File: config.mk
export PLATFORM = sky130hd
export DESIGN_NAME = afc_host
export DESIGN_NICKNAME = d
export VERILOG_FILES = /design/src/hw/afc_pkg.sv /design/src/hw/afc_host.sv
export SDC_FILE = /design/constraint.sdc
export NUM_CORES = 1
export LEC_CHECK = 0
export ABC_AREA = 1
export BUFFER_PORTS_ARGS = -buffer_cell sky130_fd_sc_hd__buf_2
export CORE_UTILIZATION = 39
export CTS_CLUSTER_DIAMETER = 60
export DETAILED_ROUTE_END_ITERATION = 8
export GPL_ROUTABILITY_DRIVEN = 1
export GPL_TIMING_DRIVEN = 0
export PLACE_DENSITY = 0.57
export SLEW_MARGIN = 40
export SYNTH_ARGS = -nofsm -noshare
export SYNTH_HDL_FRONTEND = slang
export SYNTH_SLANG_ARGS = --single-unit
File: constraint.sdc
create_clock -name CLOCK -period 4.78 [get_ports CLOCK]
set_input_delay 0.478 -clock CLOCK [delete_from_list [all_inputs] [get_ports CLOCK]]
set_output_delay 0.478 -clock CLOCK [all_outputs]
set_load 0.01 [all_outputs]
File: src/hw/afc_pkg.sv
// Constants for the host-side controller of a parallel NOR flash.
// Assumes a 10 MHz system clock and a flash that takes bus cycles on its control pins.
package afc_pkg;
  // Host-level operations
  typedef enum logic [2:0] {OP_READ, OP_RESET, OP_AUTOSEL, OP_CRC_WHOLE, OP_CRC_RANGE} afc_op_e;

  localparam int CLK_FREQ_MHZ = 10;
  localparam int T_WRITE_PULSE_NS = 50;   // Write strobe low time
  localparam int T_READ_ACCESS_NS = 70;   // Output-enable to valid data
  localparam int T_BUSY_DELAY_NS = 500;   // Confirm to busy-flag valid
  localparam int SYNC_STAGES = 2;

  // Least time rounded up to whole cycles, at least one
  function automatic int afc_cycles(input int ns);
    int c;
    c = (ns * CLK_FREQ_MHZ + 999) / 1000;
    return (c < 1) ? 1 : c;
  endfunction : afc_cycles

  localparam logic [7:0] WP_CYC = 8'(afc_cycles(T_WRITE_PULSE_NS));
  localparam logic [7:0] RD_CYC = 8'(afc_cycles(T_READ_ACCESS_NS) + SYNC_STAGES);
  localparam logic [7:0] BUSY_CYC = 8'(afc_cycles(T_BUSY_DELAY_NS));

  // Command addresses and codes
  localparam logic [31:0] UNLOCK1_WORD = 32'h0000_0555;
  localparam logic [31:0] UNLOCK2_WORD = 32'h0000_02AA;
  localparam logic [31:0] UNLOCK1_BYTE = 32'h0000_0AAA;
  localparam logic [31:0] UNLOCK2_BYTE = 32'h0000_0555;
  localparam logic [31:0] CMD_ADDR_ZERO = 32'h0000_0000;
  localparam logic [15:0] UNLOCK1_DATA = 16'h00AA;
  localparam logic [15:0] UNLOCK2_DATA = 16'h0055;
  localparam logic [15:0] AUTOSEL_CODE = 16'h0090;
  localparam logic [15:0] RESET_CODE = 16'h00F0;
  localparam logic [15:0] EXT_FUNC_CODE = 16'h00EB;
  localparam logic [15:0] CRC_SUBOP_CODE = 16'h0027;
  localparam logic [15:0] CONFIRM_CODE = 16'h0029;
  localparam logic [15:0] CNT_RANGE_WORD = 16'h000A;
  localparam logic [15:0] CNT_RANGE_BYTE = 16'h0015;
  localparam logic [15:0] CNT_WHOLE_WORD = 16'h0004;
  localparam logic [15:0] CNT_WHOLE_BYTE = 16'h0009;
  localparam logic [15:0] OPT_RANGE = 16'hFFFE;
  localparam logic [15:0] OPT_WHOLE = 16'hFFFF;
  localparam logic [15:0] RSVD_WORD = 16'h0000;

  // Sequence shape: unlock x2, EB, 27, count, payload, confirm
  localparam logic [5:0] PREFIX_STEPS = 6'h05;
  localparam logic [5:0] WORDS_RANGE = 6'h0B;
  localparam logic [5:0] WORDS_WHOLE = 6'h05;
  localparam logic [5:0] STEPS_AUTOSEL = 6'h03;
  localparam logic [5:0] STEPS_SINGLE = 6'h01;

  // Pin usage
  localparam int CHECK_ERROR_BIT = 5;
  localparam int TOP_DQ_BIT = 15;
  localparam logic [15:0] OE_WORD_WRITE = 16'hFFFF;
  localparam logic [15:0] OE_BYTE_WRITE = 16'h80FF;
  localparam logic [15:0] OE_BYTE_READ = 16'h8000;
  localparam logic [15:0] OE_NONE = 16'h0000;
endpackage : afc_pkg

File: src/hw/afc_host.sv
// Host controller that drives a parallel NOR flash over its chip, output and write enables.
// Assumes DQ is resolved from DQ_OUT/DQ_OE outside, and the ready/busy pin is asynchronous.
`timescale 1ns/100ps
// Functional notes
// - Host starts with two unlock writes
// - Then EBh and 27h to address zero
// - Range count 0Ah/15h, option FFFEh
// - Expected CRC as four words, low first
// - Start/stop follow; stop must exceed start
// - Confirm 29h, then poll until ready
// - Whole-array count 04h/09h, option FFFFh
module afc_host #(
  parameter int ADDR_W = 23
) (
  input  wire logic              CLOCK,
  input  wire logic              RST_N,
  input  wire logic              BYTE_MODE,
  input  wire logic              CMD_VALID,
  input  afc_pkg::afc_op_e       CMD_OP,
  input  wire logic [31:0]       CMD_ADDR,
  input  wire logic [31:0]       CMD_STOP,
  input  wire logic [63:0]       CMD_CRC,
  output logic                   CMD_READY,
  output logic                   DONE,
  output logic                   REFUSED,
  output logic [15:0]            RDATA,
  output logic                   CHECK_ERR,
  output logic                   CE_N,
  output logic                   OE_N,
  output logic                   WE_N,
  output logic                   BYTE_N,
  output logic [ADDR_W-1:0]      ADDR,
  input  wire logic [15:0]       DQ_IN,
  output logic [15:0]            DQ_OUT,
  output logic [15:0]            DQ_OE,
  input  wire logic              READY_BUSY_OUT
);
  import afc_pkg::*;

  typedef enum logic [2:0] {ST_IDLE, ST_SETUP, ST_STROBE, ST_HOLD, ST_RDWAIT, ST_WAITBUSY, ST_POLL} afc_state_e;

  afc_state_e  state;
  afc_op_e     op_q;
  logic        bm;
  logic        status_rd;
  logic [5:0]  k;
  logic [5:0]  nsteps;
  logic [7:0]  cnt;
  logic [31:0] addr_q;
  logic [31:0] stop_q;
  logic [63:0] crc_q;
  logic [15:0] dq_s1;
  logic [15:0] dq_s2;
  logic        rb_s1;
  logic        rb_s2;
  logic [48:0] cur;
  logic        cmd_refuse;

  // Payload word j of a CRC sequence, at word offset j
  function automatic logic [15:0] payload_word(input logic [3:0] j);
    case (j)
      4'h0: payload_word = (op_q == OP_CRC_RANGE) ? OPT_RANGE : OPT_WHOLE;
      4'h1: payload_word = crc_q[15:0];
      4'h2: payload_word = crc_q[31:16];
      4'h3: payload_word = crc_q[47:32];
      4'h4: payload_word = crc_q[63:48];
      4'h5: payload_word = addr_q[15:0];
      4'h6: payload_word = addr_q[31:16];
      4'h8: payload_word = stop_q[15:0];
      4'h9: payload_word = stop_q[31:16];
      default: payload_word = RSVD_WORD;
    endcase
  endfunction : payload_word

  // Bus cycle number k of the current sequence as {read, address, data}
  function automatic logic [48:0] item(input logic [5:0] kk);
    logic        rd;
    logic [31:0] a;
    logic [15:0] d;
    logic [5:0]  p;
    logic [15:0] w;
    rd = 1'b0;
    a = CMD_ADDR_ZERO;
    d = RSVD_WORD;
    p = kk - PREFIX_STEPS;
    w = payload_word(bm ? p[4:1] : p[3:0]);
    if (status_rd) begin
      rd = 1'b1;
    end else if (op_q == OP_READ) begin
      rd = 1'b1;
      a = addr_q;
    end else if (op_q == OP_RESET) begin
      d = RESET_CODE;
    end else if (kk == 6'h00) begin
      a = bm ? UNLOCK1_BYTE : UNLOCK1_WORD;
      d = UNLOCK1_DATA;
    end else if (kk == 6'h01) begin
      a = bm ? UNLOCK2_BYTE : UNLOCK2_WORD;
      d = UNLOCK2_DATA;
    end else if (op_q == OP_AUTOSEL) begin
      a = bm ? UNLOCK1_BYTE : UNLOCK1_WORD;
      d = AUTOSEL_CODE;
    end else if (kk == 6'h02) begin
      d = EXT_FUNC_CODE;
    end else if (kk == 6'h03) begin
      d = CRC_SUBOP_CODE;
    end else if (kk == 6'h04) begin
      if (op_q == OP_CRC_RANGE) d = bm ? CNT_RANGE_BYTE : CNT_RANGE_WORD;
      else d = bm ? CNT_WHOLE_BYTE : CNT_WHOLE_WORD;
    end else if (kk == nsteps - 6'h01) begin
      d = CONFIRM_CODE;
    end else begin
      // Byte mode sends low byte then high byte of each word
      a = {26'h0, p};
      d = !bm ? w : (p[0] ? {8'h00, w[15:8]} : {8'h00, w[7:0]});
    end
    return {rd, a, d};
  endfunction : item

  assign cur = item(k);
  // Auto-select needs a ready device; a suspended device reports ready
  assign cmd_refuse = ((CMD_OP == OP_AUTOSEL) && !rb_s2)
                    || ((CMD_OP == OP_CRC_RANGE) && (CMD_STOP <= CMD_ADDR));

  // Pin synchronisers: first stage feeds only the second
  always_ff @(posedge CLOCK) begin
    if (!RST_N) begin
      dq_s1 <= 16'h0000;
      dq_s2 <= 16'h0000;
      rb_s1 <= 1'b0;
      rb_s2 <= 1'b0;
    end else begin
      dq_s1 <= DQ_IN;
      dq_s2 <= dq_s1;
      rb_s1 <= READY_BUSY_OUT;
      rb_s2 <= rb_s1;
    end
  end

  // Sequencer and bus pins
  always_ff @(posedge CLOCK) begin
    if (!RST_N) begin
      state <= ST_IDLE;
      op_q <= OP_READ;
      bm <= 1'b0;
      status_rd <= 1'b0;
      k <= 6'h00;
      nsteps <= STEPS_SINGLE;
      cnt <= 8'h00;
      addr_q <= 32'h0000_0000;
      stop_q <= 32'h0000_0000;
      crc_q <= 64'h0;
      CMD_READY <= 1'b0;
      CE_N <= 1'b1;
      OE_N <= 1'b1;
      WE_N <= 1'b1;
      BYTE_N <= 1'b1;
      ADDR <= '0;
      DQ_OUT <= 16'h0000;
      DQ_OE <= OE_NONE;
    end else begin
      case (state)
        ST_IDLE: begin
          CMD_READY <= 1'b1;
          BYTE_N <= !BYTE_MODE;
          if (CMD_VALID && CMD_READY && !cmd_refuse) begin
            CMD_READY <= 1'b0;
            op_q <= CMD_OP;
            bm <= BYTE_MODE;
            addr_q <= CMD_ADDR;
            stop_q <= CMD_STOP;
            crc_q <= CMD_CRC;
            status_rd <= 1'b0;
            k <= 6'h00;
            if (CMD_OP == OP_AUTOSEL) nsteps <= STEPS_AUTOSEL;
            else if (CMD_OP == OP_CRC_RANGE) nsteps <= PREFIX_STEPS + STEPS_SINGLE + (WORDS_RANGE << BYTE_MODE);
            else if (CMD_OP == OP_CRC_WHOLE) nsteps <= PREFIX_STEPS + STEPS_SINGLE + (WORDS_WHOLE << BYTE_MODE);
            else nsteps <= STEPS_SINGLE;
            state <= ST_SETUP;
          end
        end
        ST_SETUP: begin
          // Address and data settle before the strobe falls
          CE_N <= 1'b0;
          ADDR <= bm ? cur[16+ADDR_W:17] : cur[15+ADDR_W:16];
          DQ_OUT <= {(bm ? cur[16] : cur[TOP_DQ_BIT]), cur[14:0]};
          if (cur[48]) begin
            OE_N <= 1'b0;
            DQ_OE <= bm ? OE_BYTE_READ : OE_NONE;
            cnt <= RD_CYC;
            state <= ST_RDWAIT;
          end else begin
            DQ_OE <= bm ? OE_BYTE_WRITE : OE_WORD_WRITE;
            cnt <= WP_CYC;
            state <= ST_STROBE;
          end
        end
        ST_STROBE: begin
          WE_N <= 1'b0;
          if (cnt == 8'h01) state <= ST_HOLD;
          cnt <= cnt - 8'h01;
        end
        ST_HOLD: begin
          // Strobe rises alone; chip enable and data let go one cycle later so the flash latches clean data
          WE_N <= 1'b1;
          if (WE_N) begin
            CE_N <= 1'b1;
            DQ_OE <= OE_NONE;
            k <= k + 6'h01;
            if (k != nsteps - 6'h01) begin
              state <= ST_SETUP;
            end else if (op_q == OP_CRC_WHOLE || op_q == OP_CRC_RANGE) begin
              cnt <= BUSY_CYC;
              state <= ST_WAITBUSY;
            end else begin
              state <= ST_IDLE;
            end
          end
        end
        ST_RDWAIT: begin
          if (cnt == 8'h01) begin
            OE_N <= 1'b1;
            CE_N <= 1'b1;
            DQ_OE <= OE_NONE;
            state <= ST_IDLE;
          end
          cnt <= cnt - 8'h01;
        end
        ST_WAITBUSY: begin
          // Busy flag is not valid right after the confirm write
          if (cnt == 8'h01) state <= ST_POLL;
          cnt <= cnt - 8'h01;
        end
        ST_POLL: begin
          if (rb_s2) begin
            status_rd <= 1'b1;
            state <= ST_SETUP;
          end
        end
        default: state <= ST_IDLE;
      endcase
    end
  end

  // Results: read data, check error, done and refusal pulses
  always_ff @(posedge CLOCK) begin
    if (!RST_N) begin
      DONE <= 1'b0;
      REFUSED <= 1'b0;
      RDATA <= 16'h0000;
      CHECK_ERR <= 1'b0;
    end else begin
      DONE <= 1'b0;
      REFUSED <= 1'b0;
      if (state == ST_IDLE && CMD_VALID && CMD_READY && cmd_refuse) begin
        REFUSED <= 1'b1;
        DONE <= 1'b1;
      end
      if (state == ST_HOLD && WE_N && k == nsteps - 6'h01 && op_q != OP_CRC_WHOLE && op_q != OP_CRC_RANGE) begin
        DONE <= 1'b1;
      end
      if (state == ST_RDWAIT && cnt == 8'h01) begin
        RDATA <= dq_s2;
        DONE <= 1'b1;
        if (status_rd) CHECK_ERR <= dq_s2[CHECK_ERROR_BIT];
      end
    end
  end

  wire crc_op = (op_q == OP_CRC_WHOLE) || (op_q == OP_CRC_RANGE);
  wire strobing = (state == ST_STROBE) && crc_op && !status_rd;
endmodule : afc_host

Word-level counts from Yosys, hierarchy flattened
Cells that the tools add are included.

word-level totals
  logic and storage cells = 184
  flip-flop bits (word level) = 269

operators by class
  eq/ne operators = 39
  shift-type cells = 2
  mux-type cells = 74
  add/sub/neg operators = 6
  reductions and logical operators = 36
  magnitude comparators = 1

operators by type and width
  cell                                           number
  2-to-1 mux 16 bit                              15
  one-hot mux 16 bit (9 select lines)            1
  2-to-1 mux 12 bit                              5
  2-to-1 mux 6 bit                               9
  2-to-1 mux 24 bit                              2
  one-hot mux 16 bit (3 select lines)            1
  less-or-equal comparator 32 bit                1
  2-to-1 mux 8 bit                               4
  2-to-1 mux 3 bit                               9
  one-hot mux 8 bit (3 select lines)             1
  2-to-1 mux 23 bit                              1
  one-hot mux 3 bit (7 select lines)             1
  == test 3 x 2 -> 1 bit, second input constant  6
  inequality test 2 bit, second input constant   9
  == test 3 bit, second input constant           5
  2-to-1 mux 15 bit                              1
  2-to-1 mux 1 bit                               13
  adder 3 x 6 -> 6 bit, first input constant     2
  == test 4 x 3 -> 1 bit, second input constant  3
  == test 6 x 2 -> 1 bit, second input constant  2
  logical AND 1 bit                              12
  one-hot mux 6 bit (2 select lines)             1
  AND reduction 3 bit                            4
  2-to-1 mux 11 bit                              1
  33 further kinds                               49

Longest topological paths before layout
Gate-level depths: netlist of run 1.

  depth in word-level cells = 17
  mapped depth = 26
  gate-level depth less buffers = 24

Worst setup path after synthesis of run 1
Ideal clock, no wire load.

  path kind = input to register
  start point = input port CMD_ADDR[31]
  end point = register k[3]
  library setup time = 0.114 ns
  required time = 4.666 ns
  path slack = 2.354 ns
  stages on the path = 16
  arrival time = 2.312 ns
  cell sequence = inv_1 -> ha_1 -> nand2_1 -> nor2_1 -> nand4_1 -> nor4_1 -> nand2_1 -> nand2_1 -> nand2_1 -> nand2_1 -> nand2_1 -> o21ai_0 -> nand2_1 -> nor2_1 -> xor2_1 -> nor2_1

on the way
  cells in the longest elaborated chain, start to end = 7

ends and longest elaborated chain
  what                             RTL line         RTL
  start: declaration               afc_host.sv:20   input wire logic [31:0] CMD_ADDR,
  less-or-equal comparator 32 bit  afc_host.sv:123  || ((CMD_OP == OP_CRC_RANGE) && (CMD_STOP <= CMD_ADDR));
  logical AND 1 bit                afc_host.sv:123
  logical OR 1 bit                 afc_host.sv:123
  zero test 1 bit                  afc_host.sv:166  if (CMD_VALID && CMD_READY && !cmd_refuse) begin
  logical AND 1 bit                afc_host.sv:166
  inequality test 2 bit (no line)  n/a
  AND reduction 3 bit (no line)    n/a
  end signal: assignment           afc_host.sv:209  k <= k + 6'h01;
  end: declaration                 afc_host.sv:46   logic [5:0] k;

No other way between the ends.
A chain may end at the register's enable or synchronous reset.

Final worst setup path of run 1
  start point = input port CMD_ADDR[15]
  end point = register addr_q[10]

on the way
  cells in the longest elaborated chain, start to end = 6

ends and longest elaborated chain
  what                             RTL line         RTL
  less-or-equal comparator 32 bit  afc_host.sv:123
  logical AND 1 bit                afc_host.sv:123
  logical OR 1 bit                 afc_host.sv:123
  zero test 1 bit                  afc_host.sv:166
  logical AND 1 bit                afc_host.sv:166
  AND reduction 2 bit (no line)    n/a
  end signal: assignment           afc_host.sv:150  addr_q <= 32'h0000_0000;
  end signal: assignment           afc_host.sv:170  addr_q <= CMD_ADDR;
  end: declaration                 afc_host.sv:49   logic [31:0] addr_q;

No other way between the ends.

==> impl_results.md, run 1 <==
* Period utilization at 0.710
* Fill count at between 3k and 4k
* Hold Buf Count CTS at 0
* WP depth at 18
* Critical Path, Cell by Cell: buf_2, inv_1, ha_1, nand2_1, inv_1, nand3_1, nor3_1, o21ai_0, nand2_1, nand2_1, nand2_1, nand2_1, nand2_1, nand3_1, buf_2, clkbuf_1, o21ai_0, a21oi_1
* Minimum clock period at around 3.4 ns
* Peak supply drop at 336 uV
* Post-Syn Nets at about 2.0k
* Clk_lat worst skew at 0.56 ns
* Via density at 5.13
* Placed cell count at 2,400
* Die H at 181 um
* Avg WL per Cell at between 15 and 20 um
* Synth Cell Area at between 0.01 and 0.015 mm2
* Layout area overhead at 20.8%
* Syn avg cell area at 7.09 um2
* Hpwl dp at 36,600 um
* Crit path launch: CMD_ADDR[15]
* Fraction of layout cells with a size suffix above 1 at 0.180
* CTS max path bufs at 3
* Non-Filler Instances at 2,455
* Area of the multi-input gates at 0.00590 mm2
* Leak at 7.01 nW
* CP Buf/Inv Count at 5
* Flop2flop setup slack at 1.61 ns
* Reg-to-reg critical path startpoint: k[0]
* Critical path class: in2reg
* Final WL at approximately 46,000 um
* Drt pass-1 iters at 6
* Status: complete, no violations
* CP endpoint: addr_q[10]
* Worst path required time at 5.22 ns
* CTS Buf Count at 30
* Synth area leader: dfxtp_1
* Mapped Cells at 1,769
* Buffers added on ports at 229
* Final worst clock skew at 0.0219 ns
* Initial antenna violation count at 0
* Synth warn at 0
* Worst hold margin at 0.0961 ns
* Cell mode on critical path: nand2_1
* Final setup viols at 0
* Post-synthesis register bit count at 255
* Final GP Congestion at 0.976
* First-pass GRT wire length at 68,700 um
* CTS tree: done
* Power per cell area at 513 mW/mm2
* Row count at 65
* Number of synthesized flops with an enable pin at 0
* R2R cell count at 21
* Top Family by Delay on Critical Path: simple AND/OR/NAND/NOR gates
* Max cap viols at 0
* Die Footprint at 0.0329 mm2
* Seq. cell area at 0.00510 mm2
* Top-level port count at 231
* Slowest stage cell, crit path: nor3_1
* Seq/Total Area, Yosys at 0.407
* Post-CTS Resized at 0
* Largest net degree at the start of global routing at 16
* GRT Util Overall at 0.275
* Ys flop type: dfxtp_1
* Hold Fails Final Rpt at 0
* RSZ-0062 raised after global routing: false
* Post-route ant nets at 0
* Vias in the first global route at 11.9k
* Hold/Removal Path Class: in2reg
* Residual DRC at 0
* Post-Route Setup TNS at 0 ns
* Clock Sinks at 255
* CTS H-Tree Depth at 1
* Crit end category: flip-flop
* Worst slew margin at 0.453
* 1st-iter DRT viols at roughly 1.1k
* Crit path DAT at around 3.8 ns
* CTS root buffer: clkbuf_16
* RR Endpoint: DQ_OUT[1]
* Async SR Flop Fraction at 0
* Fin. max-slew vios at 0
* Crit Path Max Fanout at 10
* Starting Density at 0.397
* Worst slew pin tran at 0.821 ns
* Critical Path Start Type: primary input
* Top-area cell type share of the netlist area at 0.407
* Largest cells by area after synthesis: dfxtp_1 41%, a21oi_1 8.9%, nand2_1 8.2%
* Slowest stage delay, CP at 0.43 ns
* Nets at 2,224
* Clk slew on worst S/H paths at 0.06 ns
* Synth unique cells at 49
* Fmax at 0.295 GHz
* Gr ovfl total at 0
* Post-CTS setup buffers at 0
* Die W at between 150 and 200 um
* Via count at 12.6k
* Core area at 0.0316 mm2
## cell families after synthesis
group,after synthesis,share of synthesized area
adders and majority gates,42,0.0419
and+or+nand+nor,585,0.210
xor gates and xnor gates,13,0.00908
DFF,255,0.407
AOI/OAI and AO/OA,494,0.210
buffers and inverters,380,0.122
## layout make-up
class                           instances  area share
Clock inverter                         13     0.00966
Timing Repair Buffer                  229      0.0757
Inverter                              285      0.0708
Clock buffer                           41      0.0536
Multi-Input combinational cell       1134       0.390
Tap cell                              402      0.0332
Buffer                                 95      0.0303
Sequential cell                       255       0.337
Antenna cell                            1    0.000165
## synth_stat cells (2+ instances only)
cell / instances
nand3_1: 57
o211ai_1: 8
o21ai_0: 194
a21oi_1: 223
clkinv_1: 4
xnor2_1: 4
o221ai_1: 7
o31ai_1: 3
o22ai_1: 21
a31oi_1: 7
a22oi_1: 5
o21a_1: 2
nor2_4: 3
nor2_8: 3
buf_4: 18
buf_6: 2
nor2_1: 163
nand3_2: 8
inv_1: 267
a32oi_1: 2
nand2_4: 9
ha_1: 42
nor4_1: 2
buf_1: 10
a21oi_2: 2
buf_2: 6
clkbuf_1: 57
nand2_2: 14
xor2_1: 9
o21ai_1: 11
a221oi_1: 4
nand3b_1: 2
inv_2: 13
dfxtp_1: 255
nor2_2: 6
o21ai_2: 3
nand2_1: 275
nor3_1: 16
nand4_1: 22
## metrics by stage
stage / setup WS [ns] / cell area [um2] / power [W] / utilization
floorplan: 2.35 / 12500 / 0.00460 / -
global placement: 0.815 / 14200 / 0.00551 / 0.450
detailed placement: 0.788 / 14200 / 0.00554 / 0.450
CTS: 1.37 / 15100 / 0.00777 / 0.480
global route: 1.22 / 15100 / 0.00822 / 0.480
finish: 1.39 / 15100 / 0.00778 / 0.480
## metal layers
layer / vias up / track usage / share of wire
met5: - / 0 / 0
met4: 0 / 0.0725 / 0.023
met3: 59 / 0.0546 / 0.080
met2: 439 / 0.436 / 0.44
met1: 5820 / 0.379 / 0.46
li1: 6269 / - / -
## layout by cell type, fill, tap and decap left out, drive strengths merged, types with 5 or more instances in the layout
cell    Yosys  routed
o211ai      8       8
buf        37     266
clkbuf     58      99
inv       281     283
a22oi       5       5
xor2        9       9
clkinv      4      12
nand3      65      65
o22ai      21      21
o21ai     208     208
nand4      22      22
dfxtp     255     255
a31oi       7       7
nand2     298     298
a21oi     225     225
nor2      175     175
ha         42      42
o221ai      7       7
nor3       16      16
## flip-flops by register name (all words and copies together), names as in the netlist, 3 cells and up
| signal | cells |
|---|---|
| crc_q | 64 |
| addr_q | 32 |
| stop_q | 32 |
| ADDR | 23 |
| DQ_OUT | 16 |
| RDATA | 16 |
| dq_s1 | 16 |
| dq_s2 | 16 |
| cnt | 8 |
| k | 6 |
| nsteps | 5 |
| DQ_OE | 3 |
| op_q | 3 |
| state | 3 |
## how the worst min path moves through the flow
| stage | startpoint | to | slack (ns) | depth (start not counted) |
|---|---|---|---|---|
| floorplan | dq_s1[0] | dq_s2[0] | 0.39 | 2 |
| global placement | dq_s1[9] | dq_s2[9] | 0.39 | 2 |
| detailed placement | dq_s1[0] | dq_s2[0] | 0.40 | 2 |
| CTS | DQ_IN[14] | dq_s1[14] | 0.07 | 3 |
| global route | DQ_IN[13] | dq_s1[13] | 0.08 | 3 |
| finish | DQ_IN[2] | dq_s1[2] | 0.1 | 3 |
## power by group
| group | total (W) | internal, W | switching, W |
|---|---|---|---|
| sequential | 0.00267 | 0.00247 | 0.000202 |
| clock | 0.00223 | 0.00130 | 0.000927 |
| combinational | 0.00288 | 0.000860 | 0.00202 |
## worst min-delay path, delay by kind of cell
kind                   cells  cell delay, ns
and+or+nand+nor            1            0.04
buffers and inverters      2            0.11
Note: power is estimated with default switching activity, not from simulation.
==> inputs of run 2 (changes only) <==
ABC_AREA = 0   (was 1)
clock period = 3.3 ns   (was 4.78 ns; I/O delays follow)
==> run 2 against run 1 <==
- first-iteration DRC count rose by 6.0%
- core utilization rose by 1.2 points
- worst hold slack got worse by 0.079 ns
- area after synthesis rose by 7.4%
- critical path type is now reg2reg
- count of clock-buffer cells in the layout fell by 7
- combinational power fell by 52%
- worst setup slack got worse by 1.3 ns
- highest routed layer unchanged
==> impl_results.md, run 2 <==
* Status: complete, no violations
* Most frequent cells in the layout: 254 x dfxtp_1, 241 x buf_2, 208 x a21oi_1
* Die Footprint at 0.0353 mm2 (+7.3%)
* CTS H-Tree Depth at 1 (unchanged)
* Clock Sinks at 255 (unchanged)
* Layout Utilization at 0.492 (+0.0124)
* Core area at 0.0338 mm2 (+7.1%)
* Clk slew on worst S/H paths at 0.06 ns (about the same)
* Fmax at 0.309 GHz
* Final GP Congestion at 0.947 (-2.9%)
* Final setup viols at 0 (unchanged)
* Crit Path Max Fanout at 10 (unchanged)
* Synth cell count leaders: 255 x dfxtp_1, 209 x a21oi_1, 174 x nand3_1, 153 x o211ai_1, 118 x nand2_1
* Largest cells by area after synthesis: dfxtp_1 38%, o211ai_1 8.5%, a21oi_1 7.8%
* Max cap viols at 0 (unchanged)
* Nets at 2,132 (-4.1%)
* Hpwl dp at 41,600 um (+14%)
* Mapped Cells at 1,658 (-6.3%)
* Fraction of layout cells with a size suffix above 1 at 0.193 (+0.0128)
* Number of synthesized flops with an enable pin at 0 (unchanged)
* CTS root buffer: clkbuf_16
* Max FFs per register at 64 (unchanged)
* Avg WL per Cell at 22.0 um (+18%)
* Gr ovfl total at 0 (unchanged)
* Initial antenna violation count at 0 (unchanged)
* Top-area cell type share of the netlist area at 0.379 (-0.0279)
* Peak supply drop at 385 uV (+15%)
* CTS Buf Count at 30 (unchanged)
* Async SR Flop Fraction at 0 (unchanged)
* Largest net degree at the start of global routing at 16 (unchanged)
* Area of the multi-input gates at 0.00758 mm2 (+28%)
* Drt pass-1 iters at 5 (-1)
* Period utilization at 0.980
* Synth warn at 0 (unchanged)
* Reg-to-reg critical path startpoint: bm
* Synth Cell Area at 0.0135 mm2 (+7.4%)
* ANT cells at 0 (-1)
* Die H at 188 um (+3.6%)
* Clk_lat worst skew at 0.57 ns (about the same)
* Post-route ant nets at 0 (unchanged)
* RSZ-0062 raised after global routing: true
* Fin. max-slew vios at 0 (unchanged)
* RR Endpoint: DQ_OUT[2]
* Via density at 5.89 (+15%)
* Via count at 14.2k (+13%)
* Worst path required time at 3.73 ns (-1.49 ns)
* Post-Route Setup TNS at 0 ns (unchanged)
* 1st-iter DRT viols at 1,131 (+6.0%)
* Layout area overhead at 23.6%
* Ys flop type: dfxtp_1
* Worst slew margin at 0.439 (-0.0136)
* Seq. cell area at 0.00511 mm2 (about the same)
* R2R cell count at 8 (-62%)
* Critical Path Start Type: flip-flop
* Vias in the first global route at 13.2k (+11%)
* Hold Fails Final Rpt at 0 (unchanged)
* Min-delay src: DQ_IN[13]
* Biggest regs: crc_q: 64 flops, addr_q: 32 flops, stop_q: 32 flops
* Top-level port count at 231 (unchanged)
* Top-count cell post-synth: dfxtp_1
* Starting Density at 0.398 (+0.00108)
* Synth unique cells at 90 (+84%)
* Final Cell Area at 0.0166 mm2 (+9.8%)
* Worst slew pin tran at 0.840 ns (+0.0186 ns)
* Syn avg cell area at 8.12 um2 (+15%)
* Power per cell area at 510 mW/mm2 (-0.65%)
* Leak at 6.37 nW (-9.1%)
* Hold Path Cell Cnt at 2 (-1)
* Post-synthesis register bit count at 255 (unchanged)
* Post-Syn Nets at 1,852 (-5.7%)
* CTS tree: done
* Reg with most FFs: crc_q
* GRT Util Overall at 0.290 (+0.0153)
* Row count at 67 (+3.1%)
* First-pass GRT wire length at 78,700 um (+14%)
* Minimum clock period at 3.23 ns
* Crit path DAT at 3.67 ns (-0.16 ns)
* Final worst clock skew at 0.0214 ns (-0.000571 ns)
* WHS Endpoint: dq_s1[13]
* Residual DRC at 0 (unchanged)
* CTS max path bufs at 3 (unchanged)
* Most common cell after layout, fill and taps aside: dfxtp_1
* Flop2flop setup slack at 0.07 ns (-1.54 ns)
* Final WL at 52,900 um (+16%)
* Fill count at 3,418 (+1.3%)
* Crit end category: flip-flop
* Synth area leader: dfxtp_1
* Hold/Removal Path Class: in2reg
* Die W at 188 um (+3.6%)
* Seq/Total Area, Yosys at 0.379 (-0.0279)
* Total placed instance area at 0.0152 mm2 (+7.1%)
* Critical path class: reg2reg
* Buffers added on ports at 228 (-0.44%)
[run 2: report_power, final]
| part | switching [W] | internal [W] |
|---|---|---|
| logic | 0.000880 | 0.000513 |
| clock network | 0.00140 | 0.00224 |
| registers | 0.000175 | 0.00328 |
| total | 0.00245 | 0.00603 |
[run 2: critical path, cell delays in order (launching register included)]
cell and delay [ns]:
dfxtp_1 0.59, clkinv_1 0.38, clkbuf_1 0.38, ha_1 0.38, a22o_1 0.31, a221o_1 0.33
a211oi_1 0.42, a31o_2 0.25, a22oi_1 0.08
[run 2: logic make-up (layout without fill, tap and decap cells)]
group / after synthesis / count (layout) / share of synthesized area
compound gates: 575 / 575 / 0.286
simple gates: 526 / 526 / 0.198
flops: 255 / 255 / 0.379
buf+inv: 219 / 523 / 0.0682
fa+ha+maj: 42 / 42 / 0.0390
xor+xnor: 24 / 24 / 0.0170
mux: 17 / 17 / 0.0132
[run 2: area by class of cell]
| class | instances | area share |
|---|---|---|
| Multi-Input combinational cell | 1184 | 0.456 |
| Sequential cell | 255 | 0.307 |
| Timing Repair Buffer | 249 | 0.0802 |
| Clock buffer | 34 | 0.0484 |
| Buffer | 164 | 0.0439 |
| Tap cell | 448 | 0.0337 |
| Clock inverter | 22 | 0.0186 |
| Inverter | 54 | 0.0124 |
[run 2: layer usage]
layer	vias to the layer above	global-route usage	share of wire	wire length, um
li1	6726	-	-	-
met1	6781	0.369	0.42	22100
met2	560	0.509	0.48	25700
met3	117	0.0283	0.059	3130
met4	0	0.103	0.038	2010
met5	-	0	0	0
[run 2: how the worst max path moves through the flow]
| stage | from | end | slack, ns | cells past startpoint |
|---|---|---|---|---|
| final | bm | DQ_OUT[2] | 0.07 | 8 |
| after global routing | k[0] | DQ_OUT[5] | -0.02 | 12 |
| after CTS | k[0] | DQ_OUT[5] | 0.02 | 10 |
| after detailed placement | k[0] | DQ_OUT[14] | -0.82 | 12 |
| after global placement | k[0] | DQ_OUT[14] | -0.81 | 12 |
| after floorplan | k[0] | DQ_OUT[3] | 0.37 | 11 |
[run 2: through the flow]
stage	power, W	worst slack (ns)	hold slack (ns)	instances
final	0.00849	0.0653	0.0175	2410
after global routing	0.00882	-0.0189	0.0142	2410
after CTS	0.00851	0.0201	0.00473	2405
after detailed placement	0.00488	-0.823	0.419	2334
after global placement	0.00485	-0.809	0.414	2334
after floorplan	0.00432	0.375	0.412	1658
[run 2: repair_timing]
action	4_1_cts	5_1_grt
pin swaps	1	7
resized for setup	17	17
gates cloned	0	0
hold buffers	14	0
setup buffers	1	6
endpoints found under the hold margin	14	0
setup endpoints to repair	19	87
==> inputs of run 3 (changes only) <==
PLACE_DENSITY = 0.64   (was 0.57)
==> run 3 against run 2 <==
- sequential share of layout area increased by 0.41 points
- cell count decreased by 0.25%
- maximum frequency rose by 0.86%
- die area stayed put
- critical endpoint is now DQ_OUT[7]
- highest routed layer is now met5
==> impl_results.md, run 3 (synthesis results as in run 2) <==
* Status: complete, no violations
* Critical Path Start Type: flip-flop
* Psw at 0.00239 W (-2.7%)
* Final Cell Area at 0.0164 mm2 (-1.3%)
* Biggest regs: crc_q: 64 flops, addr_q: 32 flops, stop_q: 32 flops
* WP depth at 12 (+4)
* Top-level port count at 231 (unchanged)
* Clock Sinks at 255 (unchanged)
* Comb pwr share at 0.175 (+0.011)
* Final worst clock skew at 0.0161 ns (-0.00522 ns)
* Max cap viols at 0 (unchanged)
* Cell mode on critical path: buf_4
* Slowest stage cell, crit path: a211oi_1
* R2R cell count at 12 (+4)
* Nets at 2,128 (-0.19%)
* Die W at 188 um (unchanged)
* 1st-iter DRT viols at 1,108 (-2.0%)
* CTS root buffer: clkbuf_16
* CTS max path bufs at 3 (unchanged)
* Power per cell area at 484 mW/mm2 (-5.0%)
* Final GP Congestion at 0.950 (+0.24%)
* Fin. max-slew vios at 0 (unchanged)
* Residual DRC at 0 (unchanged)
* Crit path DAT at 3.59 ns (-0.08 ns)
* Reg with most FFs: crc_q
* Die Footprint at 0.0353 mm2 (unchanged)
* CTS Buf Count at 29 (-3.3%)
* GRT Util Overall at 0.293 (+0.00264)
* Top Family by Delay on Critical Path: compound AO/OA/AOI/OAI gates
* Worst slew margin at 0.453 (+0.0140)
* Max FFs per register at 64 (unchanged)
* First-pass GRT wire length at 79,300 um (+0.85%)
* Peak supply drop at 389 uV (+1.2%)
* ANT cells at 0 (unchanged)
* Via count at 14.0k (-1.3%)
* Clk slew on worst S/H paths at 0.06 ns (about the same)
* Initial antenna violation count at 1 (+1)
* Worst slew pin tran at 0.820 ns (-0.0192 ns)
* Hold Fails Final Rpt at 0 (unchanged)
* Total placed instance area at 0.0152 mm2 (unchanged)
* Layout area overhead at 22.0%
* Clk_lat worst skew at 0.55 ns (-0.02 ns)
* Critical Path, Cell by Cell: buf_4, inv_1, ha_1, buf_4, nor2b_4, o21a_2, o2111a_1, o21a_1, buf_2, a211oi_1, and4_1, o32ai_1
* Drt pass-1 iters at 6 (+1)
* Core area at 0.0338 mm2 (unchanged)
* Most frequent cells in the layout: 254 x dfxtp_1, 243 x buf_2, 208 x a21oi_1
* Clk pwr share at 0.390 (-0.039)
* Fmax at 0.312 GHz (+0.86%)
* CTS H-Tree Depth at 1 (unchanged)
* RSZ-0062 raised after global routing: true
* Slowest stage delay, CP at 0.43 ns (-0.16 ns)
* Die H at 188 um (unchanged)
* Crit end category: flip-flop
* Row count at 67 (unchanged)
* Largest net degree at the start of global routing at 14 (-2)
* Most common cell after layout, fill and taps aside: dfxtp_1
* Vias in the first global route at 13.2k (+0.030%)
* Crit Path Max Fanout at 10 (unchanged)
* Period utilization at 0.972 (-0.00833)
* Worst path required time at 3.69 ns (-0.04 ns)
* Leak at 6.26 nW (-1.7%)
* Hold/Removal Path Class: in2reg
* Starting Density at 0.398 (unchanged)
* Sequential power share at 0.434 (+0.027)
* Avg WL per Cell at 22.1 um (+0.75%)
* Layout Utilization at 0.486 (-0.00648)
* Sw Share at 0.300 (+0.0109)
* Buffers added on ports at 228 (unchanged)
* CP Buf/Inv Count at 4 (+2)
* CTS tree: done
* Post-route ant nets at 0 (unchanged)
* Minimum clock period at 3.21 ns (-0.0275 ns)
* Hold Path Cell Cnt at 2 (unchanged)
* Via density at 5.82 (-1.0%)
* Final WL at 53,200 um (+0.50%)
* Worst hold margin at 0.0140 ns (-0.00350 ns)
* Pint at 0.00557 W (-7.7%)
* Critical path class: reg2reg
* Fraction of layout cells with a size suffix above 1 at 0.184 (-0.00861)
* Final setup viols at 0 (unchanged)
* Hpwl dp at 41,700 um (+0.24%)
* Gr ovfl total at 0 (unchanged)
==> run 3: cell types whose count changed in the layout (fill, tap and decap cells not counted), sizes merged <==
cell,change
clkbuf,+6
bufinv,-5
clkinv,-6
dlygate4sd3,+1
buf,-2
==> run 3: area by class of cell <==
type / instances / area [um2]
inverters: 54 / 203
clock buffers: 42 / 805
flip-flops and latches: 255 / 5110
clock inverters: 11 / 106
fillers: 3364 / 17400
repair buffers: 246 / 1310
plain buffers: 164 / 723
well taps: 448 / 561
multi-input cells: 1184 / 7600
==> run 3: what timing repair did <==
action	CTS	global route
buffers inserted	1	2
resized for setup	14	18
hold buffers	15	0
pin swaps	1	3
setup endpoints to repair	19	122
endpoints found under the hold margin	15	0
==> run 3: worst reg2reg max path, cell delays in order (launching register included) <==
cell and delay [ns]:
dfxtp_4 0.39, buf_4 0.20, inv_1 0.18, ha_1 0.18, buf_4 0.22, nor2b_4 0.08, o21a_2 0.25, o2111a_1 0.33
o21a_1 0.22, buf_2 0.19, a211oi_1 0.43, and4_1 0.29, o32ai_1 0.09
==> run 3: power by group through the flow <==
stage	clock [W]	sequential, W	combinational, W
after global placement	0	0.00351	0.00134
final	0.00311	0.00345	0.00139
after floorplan	0	0.00345	0.000869
after CTS	0.00313	0.00345	0.00138
after detailed placement	0	0.00352	0.00136
after global routing	0.00327	0.00347	0.00153
==> run 3: path summary, 6_finish.rpt <==
path | startpoint | end | slack, ns
setup reg to reg | k[0] | DQ_OUT[7] | 0.09
hold reg to reg | dq_s1[4] | dq_s2[4] | 0.43
setup / recovery | k[0] | DQ_OUT[7] | 0.09
hold / removal | DQ_IN[15] | dq_s1[15] | 0.01
==> run 3: stage by stage <==
stage | setup TNS [ns] | setup slack [ns] | power [W] | instances
6_report | 0 | 0.0928 | 0.00795 | 2404
5_1_grt | -0.0545 | -0.0374 | 0.00827 | 2404
4_1_cts | 0 | 0.00265 | 0.00796 | 2403
3_5_place_dp | -47.60 | -0.777 | 0.00488 | 2334
3_3_place_gp | -63.45 | -0.760 | 0.00485 | 2334
2_1_floorplan | 0 | 0.375 | 0.00432 | 1658
==> run 3: routing by layer <==
metal,GRT usage,up-vias,wire [um]
met5,0,-,8
met4,0.119,2,2190
met3,0.0384,107,3220
met2,0.500,517,25300
met1,0.371,6671,22500
li1,-,6706,-
